--- src/spmc_defines.vh ---
`ifndef SPMC_DEFINES_VH
`define SPMC_DEFINES_VH

// system clock rate in hertz
`define SPMC_CLK_HZ      32'd100000000

// parameter selectors
`define SPMC_IDX_FSTART  8'h00
`define SPMC_IDX_FLIM1   8'h01
`define SPMC_IDX_INC1    8'h02
`define SPMC_IDX_FLIM2   8'h03
`define SPMC_IDX_INC2    8'h04
`define SPMC_IDX_FMAX    8'h05
`define SPMC_IDX_INC3    8'h06
`define SPMC_IDX_FPOS    8'h07
`define SPMC_IDX_FREF    8'h08
`define SPMC_IDX_STEPS   8'h09
`define SPMC_IDX_FMOTOR  8'h0a
`define SPMC_IDX_FSET    8'h0b
`define SPMC_IDX_FTGT    8'h0d
`define SPMC_IDX_STORE   8'h61
`define SPMC_IDX_LOAD    8'h62
`define SPMC_IDX_DEFAULT 8'h63

// storage depth and array slots
`define SPMC_NPARAM      10
`define SPMC_S_FSTART    4'd0
`define SPMC_S_FLIM1     4'd1
`define SPMC_S_INC1      4'd2
`define SPMC_S_FLIM2     4'd3
`define SPMC_S_INC2      4'd4
`define SPMC_S_FMAX      4'd5
`define SPMC_S_INC3      4'd6
`define SPMC_S_FPOS      4'd7
`define SPMC_S_FREF      4'd8
`define SPMC_S_STEPS     4'd9

// factory defaults
`define SPMC_DEF_FSTART  32'd200
`define SPMC_DEF_FLIM1   32'd4000
`define SPMC_DEF_INC1    32'd100
`define SPMC_DEF_FLIM2   32'd10000
`define SPMC_DEF_INC2    32'd60
`define SPMC_DEF_FMAX    32'd15000
`define SPMC_DEF_INC3    32'd40
`define SPMC_DEF_FPOS    32'd15000
`define SPMC_DEF_FREF    32'd1000
`define SPMC_DEF_STEPS   32'd10

// limits
`define SPMC_FSTART_MIN  32'd125
`define SPMC_FMAX_LIMIT  32'd25000
`define SPMC_STEPS_MIN   32'd10

// mode codes
`define SPMC_MODE_IDLE   8'h00
`define SPMC_MODE_REL    8'h01
`define SPMC_MODE_RUN    8'h03
`define SPMC_MODE_PARAM  8'h05
`define SPMC_MODE_ABS    8'h08

`endif

--- src/spmc_pulse_gen.v ---
`timescale 1ns/10ps
`include "spmc_defines.vh"
module spmc_pulse_gen (
    // clock and reset
    input  wire        clock,
    input  wire        rst_b,
    // control
    input  wire        enable,
    input  wire [31:0] freq,
    // one-cycle pulse strobe
    output wire        tick
);
    reg  [31:0] acc_r;   // phase accumulator
    wire [31:0] sum;     // next phase before wrap

    assign sum  = acc_r + freq;
    assign tick = enable && (sum >= `SPMC_CLK_HZ);

    // phase accumulator: one tick per clock-rate worth of frequency
    always @(posedge clock or negedge rst_b) begin
        if (!rst_b) begin
            acc_r <= 32'h0;
        end else if (!enable) begin
            // restart phase so the first pulse comes one period after start
            acc_r <= 32'h0;
        end else if (tick) begin
            acc_r <= sum - `SPMC_CLK_HZ;
        end else begin
            acc_r <= sum;
        end
    end
endmodule

--- src/spmc_sync.v ---
`timescale 1ns/10ps
module spmc_sync #(
    parameter W = 1
) (
    // clock and reset
    input  wire         clock,
    input  wire         rst_b,
    // asynchronous input and synchronised output
    input  wire [W-1:0] din,
    output wire [W-1:0] dout
);
    reg [W-1:0] meta_r; // first stage, read only by the second
    reg [W-1:0] sync_r; // second stage

    // two flip-flop synchroniser
    always @(posedge clock or negedge rst_b) begin
        if (!rst_b) begin
            meta_r <= {W{1'b0}};
            sync_r <= {W{1'b0}};
        end else begin
            meta_r <= din;
            sync_r <= meta_r;
        end
    end

    assign dout = sync_r;
endmodule

--- src/spmc_top.v ---
// What this block does
// - index selects parameter, value bytes supply it
// - start frequency, default 200, floor 125
// - three-stage ramp with three increments
// - maximum frequency, default 15000, up to 25000
// - positioning frequency, default 15000
// - reference run frequency, default 1000
// - steps between recalculations, minimum 10
// - motor, set and target frequency read-only
// - selector 61h saves parameters to flash
// - selector 62h reloads parameters from flash
// - selector 63h restores factory defaults
// - increment ordering recommended, partly corrected
// - act only on mode change, idle between
// - relative move adds signed count
// - absolute move to given position
// - motion output while moving, reached on arrival
// - moves use configured or default parameters
// - continuous run, floor 125, capped at maximum
// - new run frequency in the same direction taken immediately on reselect
// - run with zero frequency stops drive
// - fourteen-byte command block sampled cyclically
// - parameter committed on mode 05h or on an access-port write
// - limit trip stops, only opposite direction allowed
`timescale 1ns/10ps
`include "spmc_defines.vh"
module spmc_top (
    // clock and reset
    input  wire        clock,
    input  wire        rst_b,
    // command block from host logic
    input  wire [31:0] cmd_position,
    input  wire [31:0] cmd_frequency,
    input  wire [7:0]  cmd_mode,
    input  wire [7:0]  cmd_index,
    input  wire [31:0] cmd_value,
    // parameter access port
    input  wire [7:0]  reg_addr,
    input  wire [31:0] reg_wdata,
    input  wire        reg_wr,
    input  wire        reg_rd,
    output wire [31:0] reg_rdata,
    // travel limit pins, low when tripped
    input  wire        travel_limit_a_b,
    input  wire        travel_limit_b_b,
    // drive outputs
    output wire        pulse_out,
    output wire        dir_out,
    output wire        axis_in_motion_output,
    output wire        position_reached_output
);
    localparam ST_IDLE = 3'b001;
    localparam ST_POS  = 3'b010;
    localparam ST_RUN  = 3'b100;

    reg  [31:0] param_r [0:`SPMC_NPARAM-1]; // working parameter set
    reg  [31:0] flash_r [0:`SPMC_NPARAM-1]; // saved parameter set
    reg  [2:0]  state_r;                    // drive state
    reg  [7:0]  mode_prev_r;                // mode seen last cycle
    reg  [31:0] pos_r;                      // actual position, signed
    reg  [31:0] tgt_pos_r;                  // move destination
    reg  [31:0] cur_f_r;                    // present pulse frequency
    reg  [31:0] tgt_f_r;                    // ramp target frequency
    reg  [31:0] set_f_r;                    // commanded frequency
    reg  [31:0] pulse_cnt_r;                // steps since last recalc
    reg  [31:0] acc_steps_r;                // steps spent accelerating
    reg         dir_r;                      // 1 forward
    reg         pulse_r;                    // pulse strobe
    reg         motion_r;                   // axis in motion
    reg         reached_r;                  // position reached
    reg  [31:0] rdata_r;                    // read data
    reg  [31:0] rd_mux;                     // read data selection
    integer     i;

    function [31:0] def_val;
        input [3:0] s;
        begin
            case (s)
                `SPMC_S_FSTART: def_val = `SPMC_DEF_FSTART;
                `SPMC_S_FLIM1:  def_val = `SPMC_DEF_FLIM1;
                `SPMC_S_INC1:   def_val = `SPMC_DEF_INC1;
                `SPMC_S_FLIM2:  def_val = `SPMC_DEF_FLIM2;
                `SPMC_S_INC2:   def_val = `SPMC_DEF_INC2;
                `SPMC_S_FMAX:   def_val = `SPMC_DEF_FMAX;
                `SPMC_S_INC3:   def_val = `SPMC_DEF_INC3;
                `SPMC_S_FPOS:   def_val = `SPMC_DEF_FPOS;
                `SPMC_S_FREF:   def_val = `SPMC_DEF_FREF;
                `SPMC_S_STEPS:  def_val = `SPMC_DEF_STEPS;
                default:        def_val = 32'h0;
            endcase
        end
    endfunction

    // limit pins come from outside the clock domain
    wire [1:0] lim_ok;
    spmc_sync #(.W(2)) u_lim_sync (
        .clock (clock),
        .rst_b (rst_b),
        .din   ({travel_limit_a_b, travel_limit_b_b}),
        .dout  (lim_ok)
    );
    wire lim_a_trip = ~lim_ok[1]; // limit a guards backward travel
    wire lim_b_trip = ~lim_ok[0]; // limit b guards forward travel

    // start frequency never below its floor
    wire [31:0] p_fstart  = param_r[`SPMC_S_FSTART];
    wire [31:0] eff_start = (p_fstart < `SPMC_FSTART_MIN) ? `SPMC_FSTART_MIN : p_fstart;
    // first increment at or above start becomes half the start; zero increments would never ramp
    wire [31:0] p_inc1    = param_r[`SPMC_S_INC1];
    wire [31:0] eff_inc1  = (p_inc1 == 32'h0) ? 32'h1 :
                            (p_inc1 >= eff_start) ? (eff_start >> 1) : p_inc1;
    wire [31:0] eff_inc2  = (param_r[`SPMC_S_INC2] == 32'h0) ? 32'h1 : param_r[`SPMC_S_INC2];
    wire [31:0] eff_inc3  = (param_r[`SPMC_S_INC3] == 32'h0) ? 32'h1 :
                            param_r[`SPMC_S_INC3];
    // maximum is held at or above the start frequency
    wire [31:0] eff_fmax  = (param_r[`SPMC_S_FMAX] < eff_start) ? eff_start :
                            param_r[`SPMC_S_FMAX];
    wire [31:0] eff_steps = (param_r[`SPMC_S_STEPS] < `SPMC_STEPS_MIN) ? `SPMC_STEPS_MIN :
                            param_r[`SPMC_S_STEPS];
    // positioning frequency, clamped into the start..max band
    wire [31:0] p_fpos    = param_r[`SPMC_S_FPOS];
    wire [31:0] pos_freq  = (p_fpos > eff_fmax) ? eff_fmax :
                            (p_fpos < eff_start) ? eff_start : p_fpos;

    // stage increment chosen by the band the present frequency sits in
    wire [31:0] stage_inc = (cur_f_r < param_r[`SPMC_S_FLIM1]) ? eff_inc1 :
                            (cur_f_r < param_r[`SPMC_S_FLIM2]) ? eff_inc2 : eff_inc3;
    wire [31:0] up_f      = cur_f_r + stage_inc;
    wire [31:0] dn_f      = (cur_f_r > stage_inc) ? (cur_f_r - stage_inc) : 32'h0;

    // commands are recognised on a change of the mode byte only
    wire mode_new  = (cmd_mode != mode_prev_r);
    wire go_rel    = mode_new && (cmd_mode == `SPMC_MODE_REL);
    wire go_abs    = mode_new && (cmd_mode == `SPMC_MODE_ABS);
    wire go_run    = mode_new && (cmd_mode == `SPMC_MODE_RUN);
    wire go_param  = mode_new && (cmd_mode == `SPMC_MODE_PARAM);

    // sign gives direction, magnitude floored and capped
    wire        run_neg = cmd_frequency[31];
    wire [31:0] run_mag = run_neg ? (32'h0 - cmd_frequency) : cmd_frequency;
    wire [31:0] run_set = (run_mag == 32'h0) ? 32'h0 :
                          (run_mag < `SPMC_FSTART_MIN) ? `SPMC_FSTART_MIN :
                          (run_mag > eff_fmax) ? eff_fmax : run_mag;
    wire [31:0] run_f0  = (run_set < eff_start) ? run_set : eff_start;

    wire [31:0] new_tgt = go_rel ? (pos_r + cmd_position) : cmd_position;
    wire [31:0] new_rem = new_tgt - pos_r;
    wire        new_dir = ~new_rem[31];

    // travel still to go in the present move
    wire [31:0] rem     = tgt_pos_r - pos_r;
    wire [31:0] rem_abs = rem[31] ? (32'h0 - rem) : rem;

    // motion toward a tripped limit is refused or stopped
    wire blocked     = dir_r ? lim_b_trip : lim_a_trip;
    wire new_blocked = new_dir ? lim_b_trip : lim_a_trip;
    wire run_blocked = run_neg ? lim_a_trip : lim_b_trip;

    wire running = (state_r != ST_IDLE);
    wire tick;
    spmc_pulse_gen u_pulse (
        .clock  (clock),
        .rst_b  (rst_b),
        .enable (running),
        .freq   (cur_f_r),
        .tick   (tick)
    );
    wire recalc = tick && (pulse_cnt_r + 32'h1 >= eff_steps);
    // braking starts once remaining travel fits the ramp-up distance
    wire decel  = (rem_abs - 32'h1) <= acc_steps_r;

    // commit source, command block first, then the access port
    wire        cm_go  = go_param || reg_wr;
    wire [7:0]  cm_idx = go_param ? cmd_index : reg_addr;
    wire [31:0] cm_val = go_param ? cmd_value : reg_wdata;

    // parameter storage, flash copy and defaults
    always @(posedge clock or negedge rst_b) begin
        if (!rst_b) begin
            for (i = 0; i < `SPMC_NPARAM; i = i + 1) begin
                param_r[i] <= def_val(i[3:0]);
                flash_r[i] <= def_val(i[3:0]);
            end
        end else if (cm_go) begin
            if (cm_idx == `SPMC_IDX_STORE) begin
                for (i = 0; i < `SPMC_NPARAM; i = i + 1) begin
                    flash_r[i] <= param_r[i];
                end
            end else if (cm_idx == `SPMC_IDX_LOAD) begin
                // flash back into the working set
                for (i = 0; i < `SPMC_NPARAM; i = i + 1) begin
                    param_r[i] <= flash_r[i];
                end
            end else if (cm_idx == `SPMC_IDX_DEFAULT) begin
                for (i = 0; i < `SPMC_NPARAM; i = i + 1) begin
                    param_r[i] <= def_val(i[3:0]);
                end
            end else if (cm_idx == `SPMC_IDX_FMAX) begin
                // out-of-range maximum is ignored, old value stays
                if (cm_val <= `SPMC_FMAX_LIMIT) begin
                    param_r[`SPMC_S_FMAX] <= cm_val;
                end
            end else if (cm_idx <= `SPMC_IDX_STEPS) begin
                // plain writable selector; read-only ones fall outside
                param_r[cm_idx[3:0]] <= cm_val;
            end
        end
    end

    // readback of parameters and live frequencies
    always @* begin
        rd_mux = 32'h0;
        if (reg_addr <= `SPMC_IDX_STEPS) begin
            rd_mux = param_r[reg_addr[3:0]];
        end else if (reg_addr == `SPMC_IDX_FMOTOR) begin
            rd_mux = cur_f_r;
        end else if (reg_addr == `SPMC_IDX_FSET) begin
            rd_mux = set_f_r;
        end else if (reg_addr == `SPMC_IDX_FTGT) begin
            rd_mux = tgt_f_r;
        end
    end

    // read data register, held until the next read
    always @(posedge clock or negedge rst_b) begin
        if (!rst_b) begin
            rdata_r <= 32'h0;
        end else if (reg_rd) begin
            rdata_r <= rd_mux;
        end
    end

    // mode byte sampled every cycle for change detection
    always @(posedge clock or negedge rst_b) begin
        if (!rst_b) begin
            mode_prev_r <= `SPMC_MODE_IDLE;
        end else begin
            mode_prev_r <= cmd_mode;
        end
    end

    // drive sequencer: start, ramp, pulse, arrive, stop
    always @(posedge clock or negedge rst_b) begin
        if (!rst_b) begin
            state_r     <= ST_IDLE;
            pos_r       <= 32'h0;
            tgt_pos_r   <= 32'h0;
            cur_f_r     <= 32'h0;
            tgt_f_r     <= 32'h0;
            set_f_r     <= 32'h0;
            pulse_cnt_r <= 32'h0;
            acc_steps_r <= 32'h0;
            dir_r       <= 1'b1;
            pulse_r     <= 1'b0;
            motion_r    <= 1'b0;
            reached_r   <= 1'b0;
        end else begin
            pulse_r <= 1'b0;
            case (state_r)
                ST_IDLE: begin
                    if ((go_rel || go_abs) && (new_rem != 32'h0) && !new_blocked) begin
                        // ramp from start toward the positioning frequency
                        state_r     <= ST_POS;
                        tgt_pos_r   <= new_tgt;
                        dir_r       <= new_dir;
                        cur_f_r     <= eff_start;
                        tgt_f_r     <= pos_freq;
                        set_f_r     <= pos_freq;
                        pulse_cnt_r <= 32'h0;
                        acc_steps_r <= 32'h0;
                        motion_r    <= 1'b1;
                        reached_r   <= 1'b0;
                    end else if ((go_rel || go_abs) && (new_rem == 32'h0)) begin
                        // already there: nothing to travel
                        reached_r   <= 1'b1;
                    end else if (go_run && (run_set != 32'h0) && !run_blocked) begin
                        state_r     <= ST_RUN;
                        dir_r       <= ~run_neg;
                        cur_f_r     <= run_f0;
                        tgt_f_r     <= run_set;
                        set_f_r     <= run_set;
                        pulse_cnt_r <= 32'h0;
                        motion_r    <= 1'b1;
                        reached_r   <= 1'b0;
                    end
                end
                ST_POS: begin
                    if (blocked || (go_run && (run_set == 32'h0))) begin
                        // zero run or limit stops a move at once
                        state_r  <= ST_IDLE;
                        cur_f_r  <= 32'h0;
                        motion_r <= 1'b0;
                    end else if (tick) begin
                        // one pulse per increment, position follows direction
                        pulse_r     <= 1'b1;
                        pos_r       <= dir_r ? (pos_r + 32'h1) : (pos_r - 32'h1);
                        pulse_cnt_r <= recalc ? 32'h0 : (pulse_cnt_r + 32'h1);
                        if (!decel && (cur_f_r < tgt_f_r)) begin
                            acc_steps_r <= acc_steps_r + 32'h1;
                        end
                        if (rem_abs == 32'h1) begin
                            // arrival drops motion and flags reached
                            state_r   <= ST_IDLE;
                            cur_f_r   <= 32'h0;
                            motion_r  <= 1'b0;
                            reached_r <= 1'b1;
                        end else if (recalc && decel) begin
                            // brake with the stage increments, floor at start
                            cur_f_r <= (dn_f < eff_start) ? eff_start : dn_f;
                        end else if (recalc && (cur_f_r < tgt_f_r)) begin
                            cur_f_r <= (up_f > tgt_f_r) ? tgt_f_r : up_f;
                        end
                    end
                end
                ST_RUN: begin
                    if (blocked || (go_run && (run_set == 32'h0))) begin
                        // zero frequency or limit stops at once
                        state_r  <= ST_IDLE;
                        cur_f_r  <= 32'h0;
                        set_f_r  <= 32'h0;
                        motion_r <= 1'b0;
                    end else if (go_run && (dir_r == run_neg)) begin
                        // reversal is not done on the fly; stop first
                        state_r  <= ST_IDLE;
                        cur_f_r  <= 32'h0;
                        motion_r <= 1'b0;
                    end else if (go_run) begin
                        cur_f_r <= run_set;
                        tgt_f_r <= run_set;
                        set_f_r <= run_set;
                    end else if (tick) begin
                        pulse_r     <= 1'b1;
                        pos_r       <= dir_r ? (pos_r + 32'h1) : (pos_r - 32'h1);
                        pulse_cnt_r <= recalc ? 32'h0 : (pulse_cnt_r + 32'h1);
                        if (recalc && (cur_f_r < tgt_f_r)) begin
                            // stage ramp up to the run frequency
                            cur_f_r <= (up_f > tgt_f_r) ? tgt_f_r : up_f;
                        end
                    end
                end
                default: begin
                    state_r  <= ST_IDLE;
                    cur_f_r  <= 32'h0;
                    motion_r <= 1'b0;
                end
            endcase
        end
    end

    assign reg_rdata               = rdata_r;
    assign pulse_out               = pulse_r;
    assign dir_out                 = dir_r;
    assign axis_in_motion_output   = motion_r;
    assign position_reached_output = reached_r;
endmodule

--- config.mk ---
export PLATFORM = sky130hd
export DESIGN_NAME = spmc_top
export DESIGN_NICKNAME = d
export VERILOG_FILES = /design/src/spmc_pulse_gen.v /design/src/spmc_sync.v /design/src/spmc_top.v
export VERILOG_INCLUDE_DIRS = /design/src
export SDC_FILE = /design/constraint.sdc
export NUM_CORES = 2
export LEC_CHECK = 0
export ABC_AREA = 1
export ABC_CLOCK_PERIOD_IN_PS = 8800
export BUFFER_PORTS_ARGS = -buffer_cell sky130_fd_sc_hd__buf_4
export CAP_MARGIN = 20
export CORE_MARGIN = 5
export CORE_UTILIZATION = 26
export DETAILED_ROUTE_END_ITERATION = 8
export GPL_TIMING_DRIVEN = 0
export SYNTH_ARGS = -nofsm -noshare
export SYNTH_HDL_FRONTEND = slang
export SYNTH_HIERARCHICAL = 1
export SYNTH_SLANG_ARGS = --single-unit
export TNS_END_PERCENT = 50
--- constraint.sdc ---
create_clock -name clock -period 8.8 [get_ports clock]
set_clock_uncertainty 0.2 [all_clocks]
set_input_delay 1.76 -clock clock [delete_from_list [all_inputs] [get_ports clock]]
set_output_delay 1.76 -clock clock [all_outputs]
set_load 0.02 [all_outputs]
After elaboration in Yosys (flattened, before gate mapping)
Cells that the tools add are included.
W data, S select, Z words.
{"block": "word_totals", "output_inout_bits": 36, "reg_bits": 947, "elab_cells": 295, "in_bits": 158}
{"block": "op_classes", "magnitude_cmp": 24, "bitwise": 7, "n_addsub": 14, "n_eq_ne": 39, "n_reduce_logical": 51, "muxes": 123}
{"cell": "$mux W32", "n": 71}
{"cell": "$mux W320", "n": 3}
{"cell": "$bwmux W320", "n": 1}
{"cell": "$pmux W32 S2", "n": 4}
{"cell": "$lt A32 B32 Y1", "n": 7}
{"cell": "$logic_not A32 Y1", "n": 6}
{"cell": "$pmux W32 S3", "n": 2}
{"cell": "$mux W160", "n": 1}
{"cell": "$bmux W32 S4", "n": 1}
{"cell": "$demux W32 S4", "n": 1}
{"cell": "$gt A32 B32 Y1", "n": 4}
{"cell": "$mux W128", "n": 1}
{"cell": "$add A32 B1 Y32 const B", "n": 3}
{"cell": "$add A32 B32 Y32", "n": 3}
{"cell": "$sub A32 B32 Y32", "n": 3}
{"cell": "$ge A32 B32 Y1", "n": 2}
{"cell": "$lt A32 B7 Y1 const B", "n": 2}
{"cell": "$reduce_bool A32 Y1", "n": 2}
{"cell": "$sub A1 B32 Y32 const A", "n": 2}
{"cell": "$sub A32 B1 Y32 const B", "n": 2}
{"cell": "$eq A32 B1 Y1 const B", "n": 1}
{"cell": "$eq A8 B4 Y1 const B", "n": 4}
{"cell": "$ge A32 B27 Y1 const B", "n": 1}
{"cell": "$le A32 B15 Y1 const B", "n": 1}
{"cell": "other kinds (41)", "n": 130}

Depth between registers and ports, before layout
{"block": "logic_depth", "word_depth": 15, "ltp_mapped": 61, "depth_no_buf": 58}

Hierarchy
Netlist, hierarchy kept.
{"mod": "spmc_top", "area_per_inst_um2": 71791.4, "instances": 1, "cells_per_inst": 10272}
{"mod": "spmc_pulse_gen", "area_per_inst_um2": 4772.1, "instances": 1, "cells_per_inst": 908}
{"mod": "spmc_sync", "area_per_inst_um2": 100.1, "instances": 1, "cells_per_inst": 4}

Worst setup path after synthesis
OpenSTA, ideal clock, no wires.
{"block": "synth_path", "path_type": "input-to-reg", "startpoint": "in cmd_position[0]", "endpoint": "reg acc_steps_r[10]", "setup_ns": 0.130, "slack_ns": 0.963, "t_arrival_ns": 7.506, "stages": 41, "path_buffers": 1, "path_cell_list": "ha_1 > fa_1 > a21oi_1 > o21bai_1 > nand2_1 > nand3_1 > a21boi_0 > inv_1 > a21o_1 > a21boi_0 > o21ai_0 > a21boi_0 > o21ai_0 > a21boi_0 > o21ai_0 > a21oi_1 > xor2_1 > nand2_1 > [... 5 more ...] > and2_1 > a221oi_1 > nand2_1 > xor2_1 > o211ai_1 > nand2_1 > inv_1 > or2_0 > nand2_1 > inv_2 > nand3_2 > nand2_1 > o21ai_0 > nor2_1 > nand2_4 > inv_2 > clkbuf_1 > o21ai_1"}
{"block": "synth_via", "elab_chain_cells": 8, "elab_cells_between_ends": 10, "cone_classes": "add/sub (2); eq/ne (1); mux (2); reduce/logical (5)"}
{"element": "start: declaration", "line_no": "spmc_top.v:32", "text": "input wire [31:0] cmd_position,"}
{"element": "$add A32 B32 Y32 *", "line_no": "spmc_top.v:146", "text": "wire [31:0] new_tgt = go_rel ? (pos_r + cmd_position) : cmd_position;"}
{"element": "$mux W32 *", "line_no": "spmc_top.v:146"}
{"element": "via new_tgt[30]", "line_no": "spmc_top.v:146"}
{"element": "$sub A32 B32 Y32 *", "line_no": "spmc_top.v:147", "text": "wire [31:0] new_rem = new_tgt - pos_r;"}
{"element": "$reduce_bool A32 Y1 or $mux W1 (tied branches)", "line_no": "spmc_top.v:261, spmc_top.v:156"}
{"element": "$logic_and A1 B1 Y1 or $logic_not A1 Y1 (tied branches)", "line_no": "spmc_top.v:261", "text": "if ((go_rel || go_abs) && (new_rem != 32'h0) && !new_blocked) begin"}
{"element": "$logic_and A1 B1 Y1 *", "line_no": "spmc_top.v:261"}
{"element": "$ne A2 B2 Y1 (no source line) *"}
{"element": "$reduce_and A5 Y1 (no source line) *"}
{"element": "end signal: assignment", "line_no": "spmc_top.v:299", "text": "acc_steps_r <= acc_steps_r + 32'h1;"}
{"element": "end: declaration", "line_no": "spmc_top.v:66", "text": "reg [31:0] acc_steps_r;"}
The timed path passes the listed nets; every way through them passes the cells marked *.
A chain may end at the register's enable or synchronous reset.

Final worst setup path
{"block": "layout_path", "startpoint": "reg cur_f_r[1]", "endpoint": "reg cur_f_r[1]"}
{"block": "layout_via", "elab_chain_cells": 12, "elab_cells_between_ends": 32, "cone_classes": "add/sub (3); order compare (7); eq/ne (2); mux (15); reduce/logical (5)"}
{"element": "start: declaration", "line_no": "spmc_top.v:62", "text": "reg [31:0] cur_f_r;"}
{"element": "start signal: assignment", "line_no": "spmc_top.v:266", "text": "cur_f_r <= eff_start;"}
{"element": "start signal: assignment", "line_no": "spmc_top.v:279", "text": "cur_f_r <= run_f0;"}
{"element": "start signal: assignment", "line_no": "spmc_top.v:309", "text": "cur_f_r <= (dn_f < eff_start) ? eff_start : dn_f;"}
{"element": "$lt A32 B32 Y1", "line_no": "spmc_top.v:127", "text": "(cur_f_r < param_r[`SPMC_S_FLIM2]) ? eff_inc2 : eff_inc3;"}
{"element": "$mux W32", "line_no": "spmc_top.v:127"}
{"element": "$mux W32", "line_no": "spmc_top.v:126", "text": "wire [31:0] stage_inc = (cur_f_r < param_r[`SPMC_S_FLIM1]) ? eff_inc1 :"}
{"element": "$add A32 B32 Y32, or another cell as far along", "line_no": "spmc_top.v:128", "text": "wire [31:0] up_f = cur_f_r + stage_inc;"}
{"element": "$gt A32 B32 Y1 or $mux W32 (tied branches)", "line_no": "spmc_top.v:311, spmc_top.v:337, spmc_top.v:129"}
{"element": "$mux W32 or $lt A32 B32 Y1 (tied branches)", "line_no": "spmc_top.v:311, spmc_top.v:337, spmc_top.v:309"}
{"element": "$mux W32 (on tied branches)", "line_no": "spmc_top.v:310, spmc_top.v:335, spmc_top.v:309"}
{"element": "$mux W32 (on tied branches)", "line_no": "spmc_top.v:331, spmc_top.v:307"}
{"element": "$mux W32 (on tied branches)", "line_no": "spmc_top.v:327, spmc_top.v:301"}
{"element": "$mux W32 (on tied branches)", "line_no": "spmc_top.v:322, spmc_top.v:293"}
{"element": "$mux W32 (on tied branches)", "line_no": "spmc_top.v:316, spmc_top.v:288"}
{"element": "$pmux W32 S3", "line_no": "spmc_top.v:259", "text": "case (state_r)"}
Parallel ways exist; a longest one is shown, timed or not. The select of a mux whose other input is x is not followed.

==> summary.txt <==
Drt
  – Number of vias in the routed layout: 83265
  – Remaining DRCs: 0
  – Detailed Routing Iterations Pass 1: 7
  – Number of nets with antenna violations after detailed routing: 0
  – Aggregate routed wire length: 373500 µm
  – Wire per inst: 23.85 µm
  – 1st-iter DRT viols: 10659
  – Routed via count divided by cell count: 5.316

Worst setup path
  – Data arrival time at the worst-slack endpoint: 9.18 ns
  – Reg2Reg Depth: 46
  – Critical Setup Path Class: reg -> reg
  – Largest incremental delay on the critical path: a little over 0.7 ns
  – Setup crit start: cur_f_r[1]
  – Peak fanout along the critical path: 11
  – RR Startpoint: cur_f_r[1]
  – Crit start category: flip-flop
  – Most repeated library cell on the critical path: sky130_fd_sc_hd__nand2_1
  – End of the worst register-to-register path: cur_f_r[1]
  – End point of the critical path: cur_f_r[1]
  – Setup slack of the most critical reg-to-reg path: 0.05 ns
  – Critical path capture point type: flip-flop
  – Data required time of the worst path: roughly 9 ns
  – Slowest cell on crit path: sky130_fd_sc_hd__dfrtp_4

STA
  – Period utilization: 99.45%
  – Pins over their slew limit: 0
  – Relative slew slack: about an eighth
  – Highest clock rate: 114.3 MHz
  – Unrepaired setup endpoints after global routing: yes
  – Final Hold Fails: 0
  – Slew @ Worst Pin: 1.296 ns
  – Final setup violation count: 0
  – Period minus WS final: 8.752 ns

Power
  – Power Dens Cells: 357.2 nW/µm²
  – Worst vdd ir: 0.0003988 V
  – Switching share of power: 52.90%
  – P_sw: between 15000 and 20000 µW
  – Internal power contribution: 15210 µW
  – Combinational cell fraction of total power: 65.1%
  – Clock power share: 15.5%
  – Power after layout: 32290 µW
  – Total leakage power: 0.04320 µW
  – Relative contribution of sequential cells to total power: 19.4%

Clock network
  – Clock-pin slew on the worst setup and hold paths: 0.07 ns
  – Library cell used as clock root buffer: sky130_fd_sc_hd__clkbuf_16
  – Number of clock buffers inserted by TritonCTS: approximately 110
  – Clock tree from TritonCTS: built
  – Total of hold buffers inserted after clock tree synthesis: 0
  – Clock Path Buffers: 3
  – Depth of the CTS H-tree: 3
  – CTS sink count: about 950
  – Insertion delay to the later sink of the worst-skew pair: roughly 0.83 ns

Synth
  – Total nets after synthesis: 11980
  – Post-synth EDFFs: 0
  – Post-Synthesis Cell Area: approximately 77000 µm²
  – Ys async rst share: 100.0%
  – Post-synthesis sequential area ratio: 31.06%
  – Flip-flop cell with the highest count after synthesis: sky130_fd_sc_hd__dfrtp_1
  – Synth Register Bits: 947
  – Mean cell area of the mapped netlist: slightly below 7 µm²
  – Number of warnings issued by yosys: 6
  – Post-Synthesis Cells: 11184
  – Count of distinct cell types in the synthesized netlist: 73

Floorplan
  – Standard cell core area: 293800 µm²
  – Die Wd: 553.0 µm
  – Count of standard-cell rows: just under 200
  – Area enclosed by the die boundary: a little over 300000 µm²
  – Count of boundary I/O pins: 194
  – Vertical die dimension: 553.0 µm
  – Initial cell density of the core: 26.09%

Status
  – Result of the run: complete, no violations

Run
  – Max-cap violations: 0

Global routing
  – Vias in the first global route: around 76000
  – Pin count of the biggest net entering global routing: 114
  – GRT Overall Usage: 23.28%
  – Gr ovfl total: 0
  – Wire length of the first global-routing pass: 531000 µm
  – Number of antenna violations at the first check in global routing: 55

Layout
  – Design area: 90390 µm²
  – Nets@finish: 12412
  – Highest-count cells in the layout ignoring fill and taps: sky130_fd_sc_hd__nand2_1 (3078), sky130_fd_sc_hd__o21ai_0 (1342), sky130_fd_sc_hd__inv_1 (1248)
  – Most common library cell in the layout ignoring fill and taps: sky130_fd_sc_hd__nand2_1
  – Layout cells sized above 1: 11.07%
  – Signed area change from the synthesized netlist to the final layout: 17.90%

Min path
  – HP Start: u_lim_sync/meta_r[0]
  – Path class of the lowest-slack min-delay path: reg -> reg

Placed design
  – Routability Congestion: approximately 1.1
  – Half-perimeter wire length after placement: about 300000 µm
  – Port bufs: roughly 190
  – Standard cell area after detailed placement: 83690 µm²
==> metal layers <==
layer | share of wire (%) | GRT usage (%)
met5 | 0.047 | 0
met4 | 7.1 | 13.30
met3 | 12 | 7.466
met2 | 40 | 32.99
met1 | 41 | 30.95
==> state kept, by name, summed over array words and instances (netlist names) <==
name and count:
mode_prev_r 8, axis_in_motion_output 1, position_reached_output 1, pos_r 32, param_r 224, p_fstart 32, p_inc1 32, u_pulse/acc_r 32
state_r 3, flash_r 320, dir_out 1, tgt_f_r 32, reg_rdata 32, pulse_out 1, pulse_cnt_r 32, acc_steps_r 32
cur_f_r 32, u_lim_sync/dout 2, set_f_r 32, u_lim_sync/meta_r 2, p_fpos 32, tgt_pos_r 32
==> cells by family (layout without fill, tap and decap cells) <==
kind of cell             after synthesis  count (layout)  synth area share [%]
other                                  0              37                     0
AO/OA/AOI/OAI                       2688            2689                 19.57
AND/OR/NAND/NOR                     4749            4749                 25.63
XOR/XNOR                             291             291                 3.334
adder cells (fa/ha/maj)              638             638                 10.47
buffers and inverters               1845            2367                 9.585
flip-flops                           947             947                 31.06
multiplexers                          26              26                0.3427
==> area by class of cell <==
class,instances,area [µm²]
clock buffer,138,3005
clock inverter,63,872.1
fill,32506,203400
antenna,37,92.59
multi-input combinational,8393,47130
inverter,1322,5040
tap,3919,4903
timing repair buffer,342,3002
sequential,947,23850
buffer,502,2490
==> critical path: cells and delay by family (launching register included) <==
kind	cells	cell delay [ns]
compound gates	19	3.76
xor+xnor	1	0.29
fa+ha+maj	3	0.98
buf+inv	6	0.83
flops	1	0.72
simple gates	17	1.86
==> Yosys cell counts, drive strengths merged, types with 18 or more instances <==
library cell / count / area share (%)
inv: 1289 / 6.3
a21o: 19 / 0.19
nand3b: 20 / 0.20
nand3: 546 / 3.6
xor2: 231 / 2.6
clkbuf: 354 / 1.7
o21ai: 1570 / 10
o311ai: 21 / 0.24
nand4: 144 / 1.2
buf: 164 / 1.3
nor4: 49 / 0.41
a21oi: 572 / 3.8
dfrtp: 855 / 28
clkinv: 33 / 0.16
nor2: 666 / 3.4
a211oi: 56 / 0.55
o221ai: 57 / 0.65
a221oi: 18 / 0.21
o21a: 40 / 0.39
xnor2: 60 / 0.70
o211ai: 119 / 1.2
a21boi: 19 / 0.19
o31ai: 22 / 0.22
mux2i: 24 / 0.31
o22ai: 107 / 0.87
ha: 632 / 10
nor3: 144 / 0.99
o2111ai: 19 / 0.22
dfstp: 92 / 3.2
nand2: 3148 / 16
==> power groups by stage <==
stage / clock network (µW) / registers (µW) / logic (µW)
2_1_floorplan: 0 / 5580 / 12900
3_3_place_gp: 0 / 6220 / 17900
3_5_place_dp: 0 / 6220 / 18100
4_1_cts: 5040 / 6170 / 19000
5_1_grt: 5210 / 6270 / 23100
6_report: 5010 / 6270 / 21000
==> how the worst min path moves through the flow <==
stage,to,slack [ns],depth (start not counted)
detailed placement,u_lim_sync/dout[0],0.14,0
floorplan,u_lim_sync/dout[0],0.13,0
finish,u_lim_sync/dout[0],0.15,0
global route,u_lim_sync/dout[0],0.17,0
global placement,u_lim_sync/dout[0],0.14,0
CTS,u_lim_sync/dout[0],0.15,0
==> stage by stage <==
step	hold slack, ns	instances	setup WS [ns]	TNS [ns]	util [%]
finish	0.1485	15663	0.04806	0	30.76
global route	0.1681	15630	-0.1304	-2.550	30.74
CTS	0.1489	15557	-0.005858	-0.009678	30.17
detailed placement	0.1363	15335	-3.247	-271.62	28.49
global placement	0.1368	15294	-6.458	-5642.15	28.25
floorplan	0.1312	11184	0.9634	0	-
==> timing repair <==
action                                 CTS  global route
setup buffers                           38            64
endpoints found under the hold margin    0             0
gates cloned                             2             3
resized for setup                      264           313
setup endpoints to repair              231           195
pin swaps                               35           121
Power figures use the tool's default switching activity.
